===== src/hdl/utf_pkg.sv =====
// constants for the usb transmit fifo status block
package utf_pkg;
   // fifo geometry
   localparam int          DEPTH      = 16;
   localparam int          AW         = 4;
   localparam int          PW         = AW + 1;
   localparam int          CW         = 5;
   // bus geometry
   localparam int          BUS_AW     = 8;
   localparam int          BUS_DW     = 32;
   // register byte offsets
   localparam logic [7:0]  OFF_FLAG   = 8'h00;
   localparam logic [7:0]  OFF_DATA   = 8'h04;
   localparam logic [7:0]  OFF_COUNT  = 8'h08;
   localparam logic [7:0]  OFF_CTRL   = 8'h0C;
   localparam logic [7:0]  OFF_ISTAT  = 8'h10;
   localparam logic [7:0]  OFF_IMASK  = 8'h14;
   // flag register fields
   localparam int          FB_OVF     = 0;
   localparam int          FB_URF     = 1;
   localparam int          FB_FULL    = 2;
   localparam int          FB_EMPTY   = 3;
   localparam int          FB_INDEX   = 6;
   // control register fields
   localparam int          CB_CLEAR   = 0;
   // interrupt status fields
   localparam int          IB_OVF     = 0;
   localparam int          IB_URF     = 1;
   localparam int          IB_SENT    = 2;
   localparam int          IW         = 3;
   // reset values
   localparam logic [PW-1:0] PTR_RST  = 5'h00;
   localparam logic [CW-1:0] CNT_RST  = 5'h00;
   localparam logic [IW-1:0] IMASK_RST = 3'h0;
   // bus responses
   localparam logic [1:0]  RESP_OKAY  = 2'h0;
   localparam logic [1:0]  RESP_SLV   = 2'h2;
endpackage


===== src/hdl/utf_tx_fifo.sv =====
// usb transmit fifo with status flags, error locking and axi4-lite registers
//
// Behaviour
// - byte count write sets the packet-present index flag
// - read marker advance clears the packet-present index flag
// - empty flag when write pointer equals read pointer and write marker, no rollover
// - empty flag is live, not sticky, in every mode
// - full flag live while write pointer rolled over and equals read pointer
// - underrun set on a read from empty fifo or beyond byte count
// - underrun set when byte count disagrees with bytes written
// - underrun stays set until firmware clears it
// - on underrun the read pointer holds at the empty position; here a rewind still reloads it from the read marker
// - while underrun or overrun is set every in request gets nak
// - overrun set when firmware writes a byte into a full fifo
// - overrun set on byte count write while index flag is one
// - overrun stays set until firmware clears it
// - on overrun the write pointer holds at the full position
// - flag bits 5 and 4 reserved; write zero, read back zero here
//
// Design decisions made here: the AXI4-Lite interface to the registers and the register offsets.
`timescale 1ns/1ps
module utf_tx_fifo (
   // clock and reset
   input  wire logic                      CLK,
   input  wire logic                      RST_N,
   // axi4-lite write address and data
   input  wire logic [utf_pkg::BUS_AW-1:0] AWADDR,
   input  wire logic                      AWVALID,
   output logic                           AWREADY,
   input  wire logic [utf_pkg::BUS_DW-1:0] WDATA,
   input  wire logic [3:0]                WSTRB,
   input  wire logic                      WVALID,
   output logic                           WREADY,
   // axi4-lite write response
   output logic [1:0]                     BRESP,
   output logic                           BVALID,
   input  wire logic                      BREADY,
   // axi4-lite read
   input  wire logic [utf_pkg::BUS_AW-1:0] ARADDR,
   input  wire logic                      ARVALID,
   output logic                           ARREADY,
   output logic [utf_pkg::BUS_DW-1:0]     RDATA,
   output logic [1:0]                     RRESP,
   output logic                           RVALID,
   input  wire logic                      RREADY,
   // serial interface engine side
   input  wire logic                      SIE_RD,
   output logic [7:0]                     SIE_DATA,
   input  wire logic                      SIE_ADVANCE,
   input  wire logic                      SIE_REWIND,
   input  wire logic                      SIE_IN_REQ,
   output logic                           TX_NAK,
   output logic                           TX_SEND,
   // interrupt
   output logic                           IRQ
);

   function automatic logic hit(input logic [utf_pkg::BUS_AW-1:0] a, input logic [7:0] off);
      hit = (a == off);
   endfunction

   function automatic logic mapped(input logic [utf_pkg::BUS_AW-1:0] a);
      mapped = hit(a, utf_pkg::OFF_FLAG) || hit(a, utf_pkg::OFF_DATA)
            || hit(a, utf_pkg::OFF_COUNT) || hit(a, utf_pkg::OFF_CTRL)
            || hit(a, utf_pkg::OFF_ISTAT) || hit(a, utf_pkg::OFF_IMASK);
   endfunction

   // bus slave state
   logic                          aw_full;
   logic [utf_pkg::BUS_AW-1:0]    aw_addr;
   logic                          w_full;
   logic [utf_pkg::BUS_DW-1:0]    w_data;
   logic                          w_lane0;
   logic                          do_write;
   logic                          next_aw_full;
   logic                          next_w_full;

   // fifo state
   logic [7:0]                    mem [utf_pkg::DEPTH];
   logic [utf_pkg::PW-1:0]        wp;
   logic [utf_pkg::PW-1:0]        rp;
   logic [utf_pkg::PW-1:0]        wm;
   logic [utf_pkg::PW-1:0]        rm;
   logic [utf_pkg::CW-1:0]        byte_count;
   logic [utf_pkg::CW-1:0]        remain;
   logic                          index;
   logic                          urf;
   logic                          ovf;
   logic [utf_pkg::IW-1:0]        istat;
   logic [utf_pkg::IW-1:0]        imask;

   // decoded events
   logic                          wr_ok;
   logic                          clr;
   logic                          push;
   logic                          cnt_wr;
   logic                          flag_wr;
   logic                          pop;
   logic                          adv;
   logic                          rew;
   logic                          empty_flag;
   logic                          full_flag;
   logic                          rd_blocked;
   logic                          wr_blocked;
   logic [utf_pkg::CW-1:0]        written;
   logic                          urf_set;
   logic                          ovf_set;
   logic [utf_pkg::IW-1:0]        ev;
   logic [utf_pkg::IW-1:0]        next_istat;
   logic                          err;

   // ---------------- axi4-lite write path ----------------
   assign do_write     = aw_full && w_full && !BVALID;
   assign next_aw_full = do_write ? 1'b0 : (aw_full || (AWVALID && AWREADY));
   assign next_w_full  = do_write ? 1'b0 : (w_full || (WVALID && WREADY));

   always_ff @(posedge CLK or negedge RST_N) begin
      if (!RST_N) begin
         aw_full <= 1'b0;
         aw_addr <= '0;
         AWREADY <= 1'b0;
      end else begin
         aw_full <= next_aw_full;
         AWREADY <= !next_aw_full;
         if (AWVALID && AWREADY) begin
            aw_addr <= AWADDR;
         end
      end
   end

   always_ff @(posedge CLK or negedge RST_N) begin
      if (!RST_N) begin
         w_full  <= 1'b0;
         w_data  <= '0;
         w_lane0 <= 1'b0;
         WREADY  <= 1'b0;
      end else begin
         w_full <= next_w_full;
         WREADY <= !next_w_full;
         if (WVALID && WREADY) begin
            w_data  <= WDATA;
            w_lane0 <= WSTRB[0];
         end
      end
   end

   always_ff @(posedge CLK or negedge RST_N) begin
      if (!RST_N) begin
         BVALID <= 1'b0;
         BRESP  <= utf_pkg::RESP_OKAY;
      end else if (do_write) begin
         BVALID <= 1'b1;
         BRESP  <= mapped(aw_addr) ? utf_pkg::RESP_OKAY : utf_pkg::RESP_SLV;
      end else if (BREADY) begin
         BVALID <= 1'b0;
      end
   end

   // all fields live in byte lane 0, so a write without it changes nothing
   assign wr_ok   = do_write && w_lane0;
   assign clr     = wr_ok && hit(aw_addr, utf_pkg::OFF_CTRL) && w_data[utf_pkg::CB_CLEAR];
   assign push    = wr_ok && hit(aw_addr, utf_pkg::OFF_DATA);
   assign cnt_wr  = wr_ok && hit(aw_addr, utf_pkg::OFF_COUNT);
   assign flag_wr = wr_ok && hit(aw_addr, utf_pkg::OFF_FLAG);
   assign pop     = SIE_RD;
   assign adv     = SIE_ADVANCE;
   assign rew     = SIE_REWIND;

   // ---------------- fifo status ----------------
   assign empty_flag = (wp == rp) && (wp == wm);
   assign full_flag  = (wp[utf_pkg::AW-1:0] == rp[utf_pkg::AW-1:0])
                    && (wp[utf_pkg::AW] != rp[utf_pkg::AW]);
   // reads stop at the committed packet end, not only at the write pointer
   assign rd_blocked = urf || (rp == wm) || (remain == '0);
   assign wr_blocked = ovf || full_flag;
   assign written    = wp - wm;
   assign err        = urf || ovf;

   assign urf_set = (pop && rd_blocked)
                 || (cnt_wr && !index && (w_data[utf_pkg::CW-1:0] != written))
                 || (adv && !index);
   assign ovf_set = (push && wr_blocked)
                 || (cnt_wr && index);

   always_ff @(posedge CLK) begin
      if (push && !wr_blocked) begin
         mem[wp[utf_pkg::AW-1:0]] <= w_data[7:0];
      end
   end

   always_ff @(posedge CLK or negedge RST_N) begin
      if (!RST_N) begin
         wp <= utf_pkg::PTR_RST;
      end else if (clr) begin
         wp <= utf_pkg::PTR_RST;
      end else if (push && !wr_blocked) begin
         wp <= wp + 1'b1;
      end
   end

   always_ff @(posedge CLK or negedge RST_N) begin
      if (!RST_N) begin
         rp     <= utf_pkg::PTR_RST;
         remain <= utf_pkg::CNT_RST;
      end else if (clr) begin
         rp     <= utf_pkg::PTR_RST;
         remain <= utf_pkg::CNT_RST;
      end else if (rew) begin
         rp     <= rm;
         remain <= byte_count;
      end else if (cnt_wr && !index) begin
         remain <= w_data[utf_pkg::CW-1:0];
      end else if (pop && !rd_blocked) begin
         rp     <= rp + 1'b1;
         remain <= remain - 1'b1;
      end
   end

   always_ff @(posedge CLK or negedge RST_N) begin
      if (!RST_N) begin
         wm         <= utf_pkg::PTR_RST;
         byte_count <= utf_pkg::CNT_RST;
      end else if (clr) begin
         wm         <= utf_pkg::PTR_RST;
         byte_count <= utf_pkg::CNT_RST;
      end else if (cnt_wr && !index) begin
         wm         <= wp;
         byte_count <= w_data[utf_pkg::CW-1:0];
      end
   end

   always_ff @(posedge CLK or negedge RST_N) begin
      if (!RST_N) begin
         rm <= utf_pkg::PTR_RST;
      end else if (clr) begin
         rm <= utf_pkg::PTR_RST;
      end else if (adv) begin
         rm <= rp;
      end
   end

   // a count write in the same cycle as an advance leaves a packet queued
   always_ff @(posedge CLK or negedge RST_N) begin
      if (!RST_N) begin
         index <= 1'b0;
      end else if (clr) begin
         index <= 1'b0;
      end else if (cnt_wr) begin
         index <= 1'b1;
      end else if (adv) begin
         index <= 1'b0;
      end
   end

   // set wins over a flag-register clear in the same cycle; the control clear wins over set
   always_ff @(posedge CLK or negedge RST_N) begin
      if (!RST_N) begin
         urf <= 1'b0;
         ovf <= 1'b0;
      end else if (clr) begin
         urf <= 1'b0;
         ovf <= 1'b0;
      end else begin
         if (urf_set) begin
            urf <= 1'b1;
         end else if (flag_wr && w_data[utf_pkg::FB_URF]) begin
            urf <= 1'b0;
         end
         if (ovf_set) begin
            ovf <= 1'b1;
         end else if (flag_wr && w_data[utf_pkg::FB_OVF]) begin
            ovf <= 1'b0;
         end
      end
   end

   // ---------------- sie answers ----------------
   always_ff @(posedge CLK or negedge RST_N) begin
      if (!RST_N) begin
         SIE_DATA <= 8'h00;
         TX_NAK   <= 1'b0;
         TX_SEND  <= 1'b0;
      end else begin
         if (pop && !rd_blocked) begin
            SIE_DATA <= mem[rp[utf_pkg::AW-1:0]];
         end
         TX_NAK  <= SIE_IN_REQ && (err || !index);
         TX_SEND <= SIE_IN_REQ && !err && index;
      end
   end

   // ---------------- interrupts ----------------
   always_comb begin
      ev                   = '0;
      ev[utf_pkg::IB_OVF]  = ovf_set && !clr;
      ev[utf_pkg::IB_URF]  = urf_set && !clr;
      ev[utf_pkg::IB_SENT] = adv && index && !clr;
      next_istat = istat;
      if (wr_ok && hit(aw_addr, utf_pkg::OFF_ISTAT)) begin
         next_istat = istat & ~w_data[utf_pkg::IW-1:0];
      end
      next_istat = next_istat | ev;
   end

   always_ff @(posedge CLK or negedge RST_N) begin
      if (!RST_N) begin
         istat <= '0;
         imask <= utf_pkg::IMASK_RST;
         IRQ   <= 1'b0;
      end else begin
         istat <= next_istat;
         IRQ   <= |(next_istat & imask);
         if (wr_ok && hit(aw_addr, utf_pkg::OFF_IMASK)) begin
            imask <= w_data[utf_pkg::IW-1:0];
         end
      end
   end

   // ---------------- axi4-lite read path ----------------
   function automatic logic [utf_pkg::BUS_DW-1:0] rd_mux(input logic [utf_pkg::BUS_AW-1:0] a);
      rd_mux = '0;
      if (hit(a, utf_pkg::OFF_FLAG)) begin
         // bits 5 and 4 read as zero
         rd_mux[utf_pkg::FB_OVF]   = ovf;
         rd_mux[utf_pkg::FB_URF]   = urf;
         rd_mux[utf_pkg::FB_FULL]  = full_flag;
         rd_mux[utf_pkg::FB_EMPTY] = empty_flag;
         rd_mux[utf_pkg::FB_INDEX] = index;
      end else if (hit(a, utf_pkg::OFF_COUNT)) begin
         rd_mux[utf_pkg::CW-1:0] = byte_count;
      end else if (hit(a, utf_pkg::OFF_ISTAT)) begin
         rd_mux[utf_pkg::IW-1:0] = istat;
      end else if (hit(a, utf_pkg::OFF_IMASK)) begin
         rd_mux[utf_pkg::IW-1:0] = imask;
      end
   endfunction

   always_ff @(posedge CLK or negedge RST_N) begin
      if (!RST_N) begin
         ARREADY <= 1'b0;
         RVALID  <= 1'b0;
         RDATA   <= '0;
         RRESP   <= utf_pkg::RESP_OKAY;
      end else if (ARVALID && ARREADY) begin
         ARREADY <= 1'b0;
         RVALID  <= 1'b1;
         RDATA   <= rd_mux(ARADDR);
         RRESP   <= mapped(ARADDR) ? utf_pkg::RESP_OKAY : utf_pkg::RESP_SLV;
      end else if (RVALID && RREADY) begin
         RVALID  <= 1'b0;
         ARREADY <= 1'b1;
      end else if (!RVALID) begin
         ARREADY <= 1'b1;
      end
   end
endmodule


===== config.mk =====
export PLATFORM = sky130hd
export DESIGN_NAME = utf_tx_fifo
export DESIGN_NICKNAME = d
export VERILOG_FILES = /design/src/hdl/utf_pkg.sv /design/src/hdl/utf_tx_fifo.sv
export SDC_FILE = /design/constraint.sdc
export NUM_CORES = 1
export LEC_CHECK = 0
export ABC_CLOCK_PERIOD_IN_PS = 3100
export CORE_MARGIN = 2
export CORE_UTILIZATION = 25
export CTS_CLUSTER_SIZE = 30
export DETAILED_ROUTE_END_ITERATION = 6
export DONT_BUFFER_PORTS = 1
export PLACE_DENSITY = 0.37
export SLEW_MARGIN = 20
export SYNTH_ARGS = -nofsm -noshare
export SYNTH_HDL_FRONTEND = slang
export SYNTH_SLANG_ARGS = --single-unit

===== constraint.sdc =====
create_clock -name CLK -period 3.1 [get_ports CLK]
set_clock_uncertainty 0.1 [all_clocks]
set_input_delay 0.62 -clock CLK [delete_from_list [all_inputs] [get_ports CLK]]
set_output_delay 0.62 -clock CLK [all_outputs]
set_load 0.005 [all_outputs]

# After elaboration in Yosys (flattened, before gate mapping)
# Memories as Yosys holds them, arrays and structs flattened. A register that Yosys moved wholly into a read port is not among the register bits.
# Index checks and enable logic that the tools add are counted.
totals:
  ff_bits: 76
  ramBits: 128
  input_bits: 63
  out_inout_bits: 52
  word_cells: 177
  n_memories: 1
classes:
  n_addsub: 4
  eq_ne: 18
  mux: 46
  bitwise: 4
  reduce_logical: 77
memory_table:
  columns: ["memory", "depth", "width", "read_ports", "rd_clocked_by_memory_dff", "write_ports", "line", "source"]
  rows:
  - ["mem", 16, 8, 1, 1, 1, "utf_tx_fifo.sv:79", "logic [7:0] mem [utf_pkg::DEPTH];"]
ops:
  columns: ["cell", "count"]
  rows:
  - ["5-bit 2-to-1 mux", 16]
  - ["1-bit logical AND", 33]
  - ["8-bit by 4-bit equality test with 1-bit output, second input constant", 4]
  - ["8-bit by 5-bit equality test with 1-bit output, second input constant", 4]
  - ["1-bit 2-to-1 mux", 22]
  - ["1-bit logical OR", 20]
  - ["8-bit by 3-bit equality test with 1-bit output, second input constant", 2]
  - ["8-bit logical NOT", 2]
  - ["5-bit equality test", 3]
  - ["3-bit 2-to-1 mux", 4]
  - ["3-bit nonzero test", 4]
  - ["5-bit by 1-bit adder with 5-bit output, second input constant", 2]
  - ["2-bit nonzero test", 5]
  - ["1-bit logical NOT", 9]
  - ["3-bit bitwise AND", 2]
  - ["2-bit 2-to-1 mux", 3]
  - ["5-bit logical NOT", 1]
  - ["5-bit != test", 1]
  - ["5-bit by 1-bit subtractor with 5-bit output, second input constant", 1]
  - ["5-bit subtractor", 1]
  - ["4-bit equality test", 1]
  - ["4-bit 2-to-1 mux", 1]
  - ["4-bit nonzero test", 1]
  - ["3-bit by 1-bit != test with 1-bit output, second input constant", 1]
  - ["6 further kinds", 6]

# Longest topological paths before layout
logic_depth:
  ltp_word: 12
  depth_mapped: 9
  mapped_depth_nobuf: 9

# Least setup slack after synthesis
# OpenSTA, ideal clock, no wires.
synth_timing:
  path_type: "register to register"
  start: "register aw_addr[6] (netlist name)"
  end: "memory mem[3][0], enable pin"
  setup_time_ns: 0.383
  arrival_ns: 2.228
  required_time_ns: 2.617
  setup_slack_ns: 0.388
  path_stages_with_launch: 6
  path_buffers: 0
  synth_period_minus_slack_ns: 2.712
  path_cell_list: "dfrtp_1 > nor4_1 > nand4_1 > a2111oi_4 > nand2_1 > nor3_1"
synth_between:
  elab_chain_len: 5
synth_rtl:
  columns: ["element", "line", "source"]
  rows:
  - ["start: declaration", "utf_tx_fifo.sv:70", "logic [utf_pkg::BUS_AW-1:0] aw_addr;"]
  - ["start signal: assignment", "utf_tx_fifo.sv:120", "aw_addr <= '0;"]
  - ["start signal: assignment", "utf_tx_fifo.sv:126", "aw_addr <= AWADDR;"]
  - ["8-bit by 3-bit equality test with 1-bit output", "utf_tx_fifo.sv:59", "hit = (a == off);"]
  - ["1-bit logical AND", "utf_tx_fifo.sv:162", "assign push = wr_ok && hit(aw_addr, utf_pkg::OFF_DATA);"]
  - ["1-bit logical AND", "utf_tx_fifo.sv:186", "if (push && !wr_blocked) begin"]
  - ["1-bit 2-to-1 mux", "utf_tx_fifo.sv:186", null]
  - ["1-bit 2-to-1 mux (implied by the code)", "utf_tx_fifo.sv:187", "mem[wp[utf_pkg::AW-1:0]] <= w_data[7:0];"]
  - ["end: declaration", "utf_tx_fifo.sv:79", null]
# Every way passes these cells.

# Final worst setup path
layout_timing:
  start: "register aw_addr[6] (netlist name)"
  end: "memory mem[1][3], enable pin"
# The elaborated chain is that of the path after synthesis.

==> impl_results.md <==
* Met1 Wirelength at 10,500 um
* Synth Instances at about 630
* TNS Setup at 0 ps
* DIE AREA at roughly 0.039 mm2
* 1st-iter DRT viols at 278
* Worst Hold Class: input port to flop
* I/O Pins at around 120
* Hold path start: ARVALID
* CTS resizes at 0
* Async set or reset register ratio after synthesis at 0.390
* Post-Syn Area at a little over 0.009 mm2
* CTS tree: built
* Initial Utilization at 0.253
* Max-slew headroom at 0.590
* Vias in the first global route at between 5,000 and 6,000
* Final core occ at 0.293
* Met2 wire length at 10,600 um
* Vias per cell at ~4.5
* Critical Path Source: aw_addr[6]$_DFFE_PN0P_
* Share of cells above drive strength 1 at 0.225
* First-pass GRT wire length at roughly 34,000 um
* Ys Warns at 0
* Max-capacitance violation count at 0
* Largest net degree at the start of global routing at 83
* Layout area overhead at 15.9%
* CTS H-Tree Depth at 1
* Setup violators final at 0
* Final Max Tran Viols at 0
* Slowest cell on crit path: a2111oi_4
* Setup WS pre-CTS at 260 ps
* Gr usage total at 0.119
* Worst reg2reg startpoint: aw_addr[6]$_DFFE_PN0P_
* Wire length on met3 at 1160 um
* GR Overflow Total at 0
* Routability cong. at 0.743
* Commonest non-fill, non-tap cell in the layout: edfxtp_1
* Worst path required time at between 3000 and 4000 ps
* Slowest stage delay, CP at ~540 ps
* Lkg Pwr at around 3.9 nW
* Number of I/O port buffers at 0
* Power density over the cells at about 770 mW/mm2
* 1st-pass router iterations at 6
* Synth area leaders: edfxtp_1 (42%), dfrtp_1 (22%), mux4_2 (9.8%)
* CP endpoint kind: flop
* Nets at about 740
* CTS Hold Bufs at 2
* Setup ws final at around 330 ps
* Die height at 196 um
* Number of CTS-inserted buffers at 25
* Initial antenna violation count at 1
* Final hold vios at 0
* CTS Buffer Depth at 3
* Synth Flop Type: edfxtp_1
* Register area share after synthesis at 0.638
* Clk slew on worst S/H paths at approximately 60 ps
* Routed WL at approximately 23,000 um
* Critical path, cell by cell: nor4_1 -> nand4_1 -> a2111oi_4 -> nand2_1 -> nor3_1 -> buf_4
* Post-DP HPWL at ~15,000 um
* Postcts setup bufs at 0
* RSZ-0062 raised after global routing: no
* Worst-Skew Late Latency at roughly 530 ps
* Std cell rows at 70
* Fin crit share at 0.894
* Ant diodes at 0
* Worst R2R Path Depth at 6
* Min-Delay Path Depth at 1
* Startpoint types: flop
* DR top layer: met4
* VDD IR max at 0.386 mV
* Syn avg cell area at 14.7 um2
* CORE AREA at 0.0365 mm2
* Flops & latches, synth at 210
* Arrival @ worst endpoint at about 2900 ps
* Outcome: finished, final reports clean
* Type of the worst setup path: flop to flop
* Worst-path fanout max at 8
* Sink Count at 210
* Antenna violation net count after detailed routing at 0
* Most frequent cells in the layout: edfxtp_1 (128), dfrtp_1 (81), nand2_1 (46), mux4_2 (40), nor2_1 (39)
* Die W at 196 um
* Distinct cells, synth at about 60
* Worst-Margin Slew at just over 600 ps
* Post-synth EDFFs at between 100 and 150
* Yosys top cell area share at 0.416
* Fmax at ~360 MHz
* Routed vias at 5,209
* CTS root buf: clkbuf_16
* DRC Markers at 0
* Wire per inst at slightly below 20 um
* Post-route minimum period at 2770 ps
* Area leader, netlist: edfxtp_1
state kept, by name, summed over array words and instances (netlist names), 5 cells and up:
signal,cells
SIE_DATA,8
wp,5
RDATA,6
wm,5
byte_count,5
rp,5
mem,128
remain,5
rm,5
w_data,8
aw_addr,8
worst max-delay path: cells and delay by family (launching register included):
kind / cells / cell delay (ps)
buffers and inverters: 1 / 220
AND/OR/NAND/NOR: 4 / 1220
flip-flops: 1 / 390
AO/OA/AOI/OAI: 1 / 540
cell usage after synthesis (2+ instances only):
cell and n:
buf_2 10, xnor2_1 19, o311ai_0 2, mux2_2 27
inv_1 23, nand4b_1 2, nand2b_1 3, nand3_1 12
nand4_1 6, ha_1 10, buf_4 28, o21ai_0 26
o31ai_1 3, a22o_1 3, nor4b_1 3, nor3_1 7
a211oi_1 4, mux2i_1 6, nor4_1 2, nand2_1 46
edfxtp_1 128, mux4_2 40, clkbuf_1 14, a31oi_1 2
xor2_1 10, nor2_1 39, nor2b_1 3, and2_1 2
nor3b_1 4, o211a_1 2, dfrtp_1 82, a21oi_1 27
o211ai_1 6
layer usage:
layer  up-vias  track usage
met5         -            0
met4         0       0.0264
met3        25       0.0239
met2       106        0.193
met1      2696        0.164
li1       2382            -
final cells by class:
| class | instances | area, um2 |
|---|---|---|
| Clock buffer | 30 | 664 |
| Clock inverter | 16 | 124 |
| Fill cell | 3613 | 25800 |
| Inverter | 23 | 86.3 |
| Multi-Input combinational cell | 367 | 3040 |
| Sequential cell | 210 | 5900 |
| Tap cell | 468 | 586 |
| Timing Repair Buffer | 37 | 313 |
metrics by stage:
| stage | instance area (um2) | hold slack (ps) | instances | power [W] |
|---|---|---|---|---|
| 2_1_floorplan | 9340 | 224 | 654 | 0.00494 |
| 3_3_place_gp | 9880 | 229 | 1103 | 0.00553 |
| 3_5_place_dp | 9880 | 228 | 1103 | 0.00558 |
| 4_1_cts | 10700 | 55.9 | 1151 | 0.00847 |
| 5_1_grt | 10700 | 63.0 | 1151 | 0.00874 |
| 6_report | 10700 | 77.4 | 1151 | 0.00829 |
kinds of logic (layout without fill, tap and decap cells):
| family | Yosys count | after routing | synth area share |
|---|---|---|---|
| DFF | 210 | 210 | 0.638 |
| and+or+nand+nor | 141 | 141 | 0.0778 |
| AOI/OAI and AO/OA | 85 | 85 | 0.0593 |
| buffers and inverters | 77 | 106 | 0.0442 |
| muxes | 73 | 73 | 0.137 |
| xor gates and xnor gates | 29 | 29 | 0.0275 |
| adders and majority gates | 11 | 11 | 0.0157 |
| other | 1 | 28 | 0.000406 |
worst paths after layout:
kind / to / slack [ps]
max: mem[1][3]$_DFFE_PP_ / 330
min: ARREADY$_DFFE_PN0P_ / 80
max reg2reg: mem[1][3]$_DFFE_PP_ / 330
min reg2reg: RDATA[0]$_DFFE_PN0P_ / 400
max in group asynchronous: w_data[4]$_DFFE_PN0P_ / 1930
min in group asynchronous: SIE_DATA[5]$_DFFE_PN0P_ / 580
power by group:
| part | switching (W) | internal (W) |
|---|---|---|
| clock | 0.00118 | 0.00162 |
| combinational | 0.000920 | 0.000739 |
| sequential | 0.000348 | 0.00348 |
| total | 0.00244 | 0.00584 |
No activity file was read; power rests on OpenSTA's default activity.
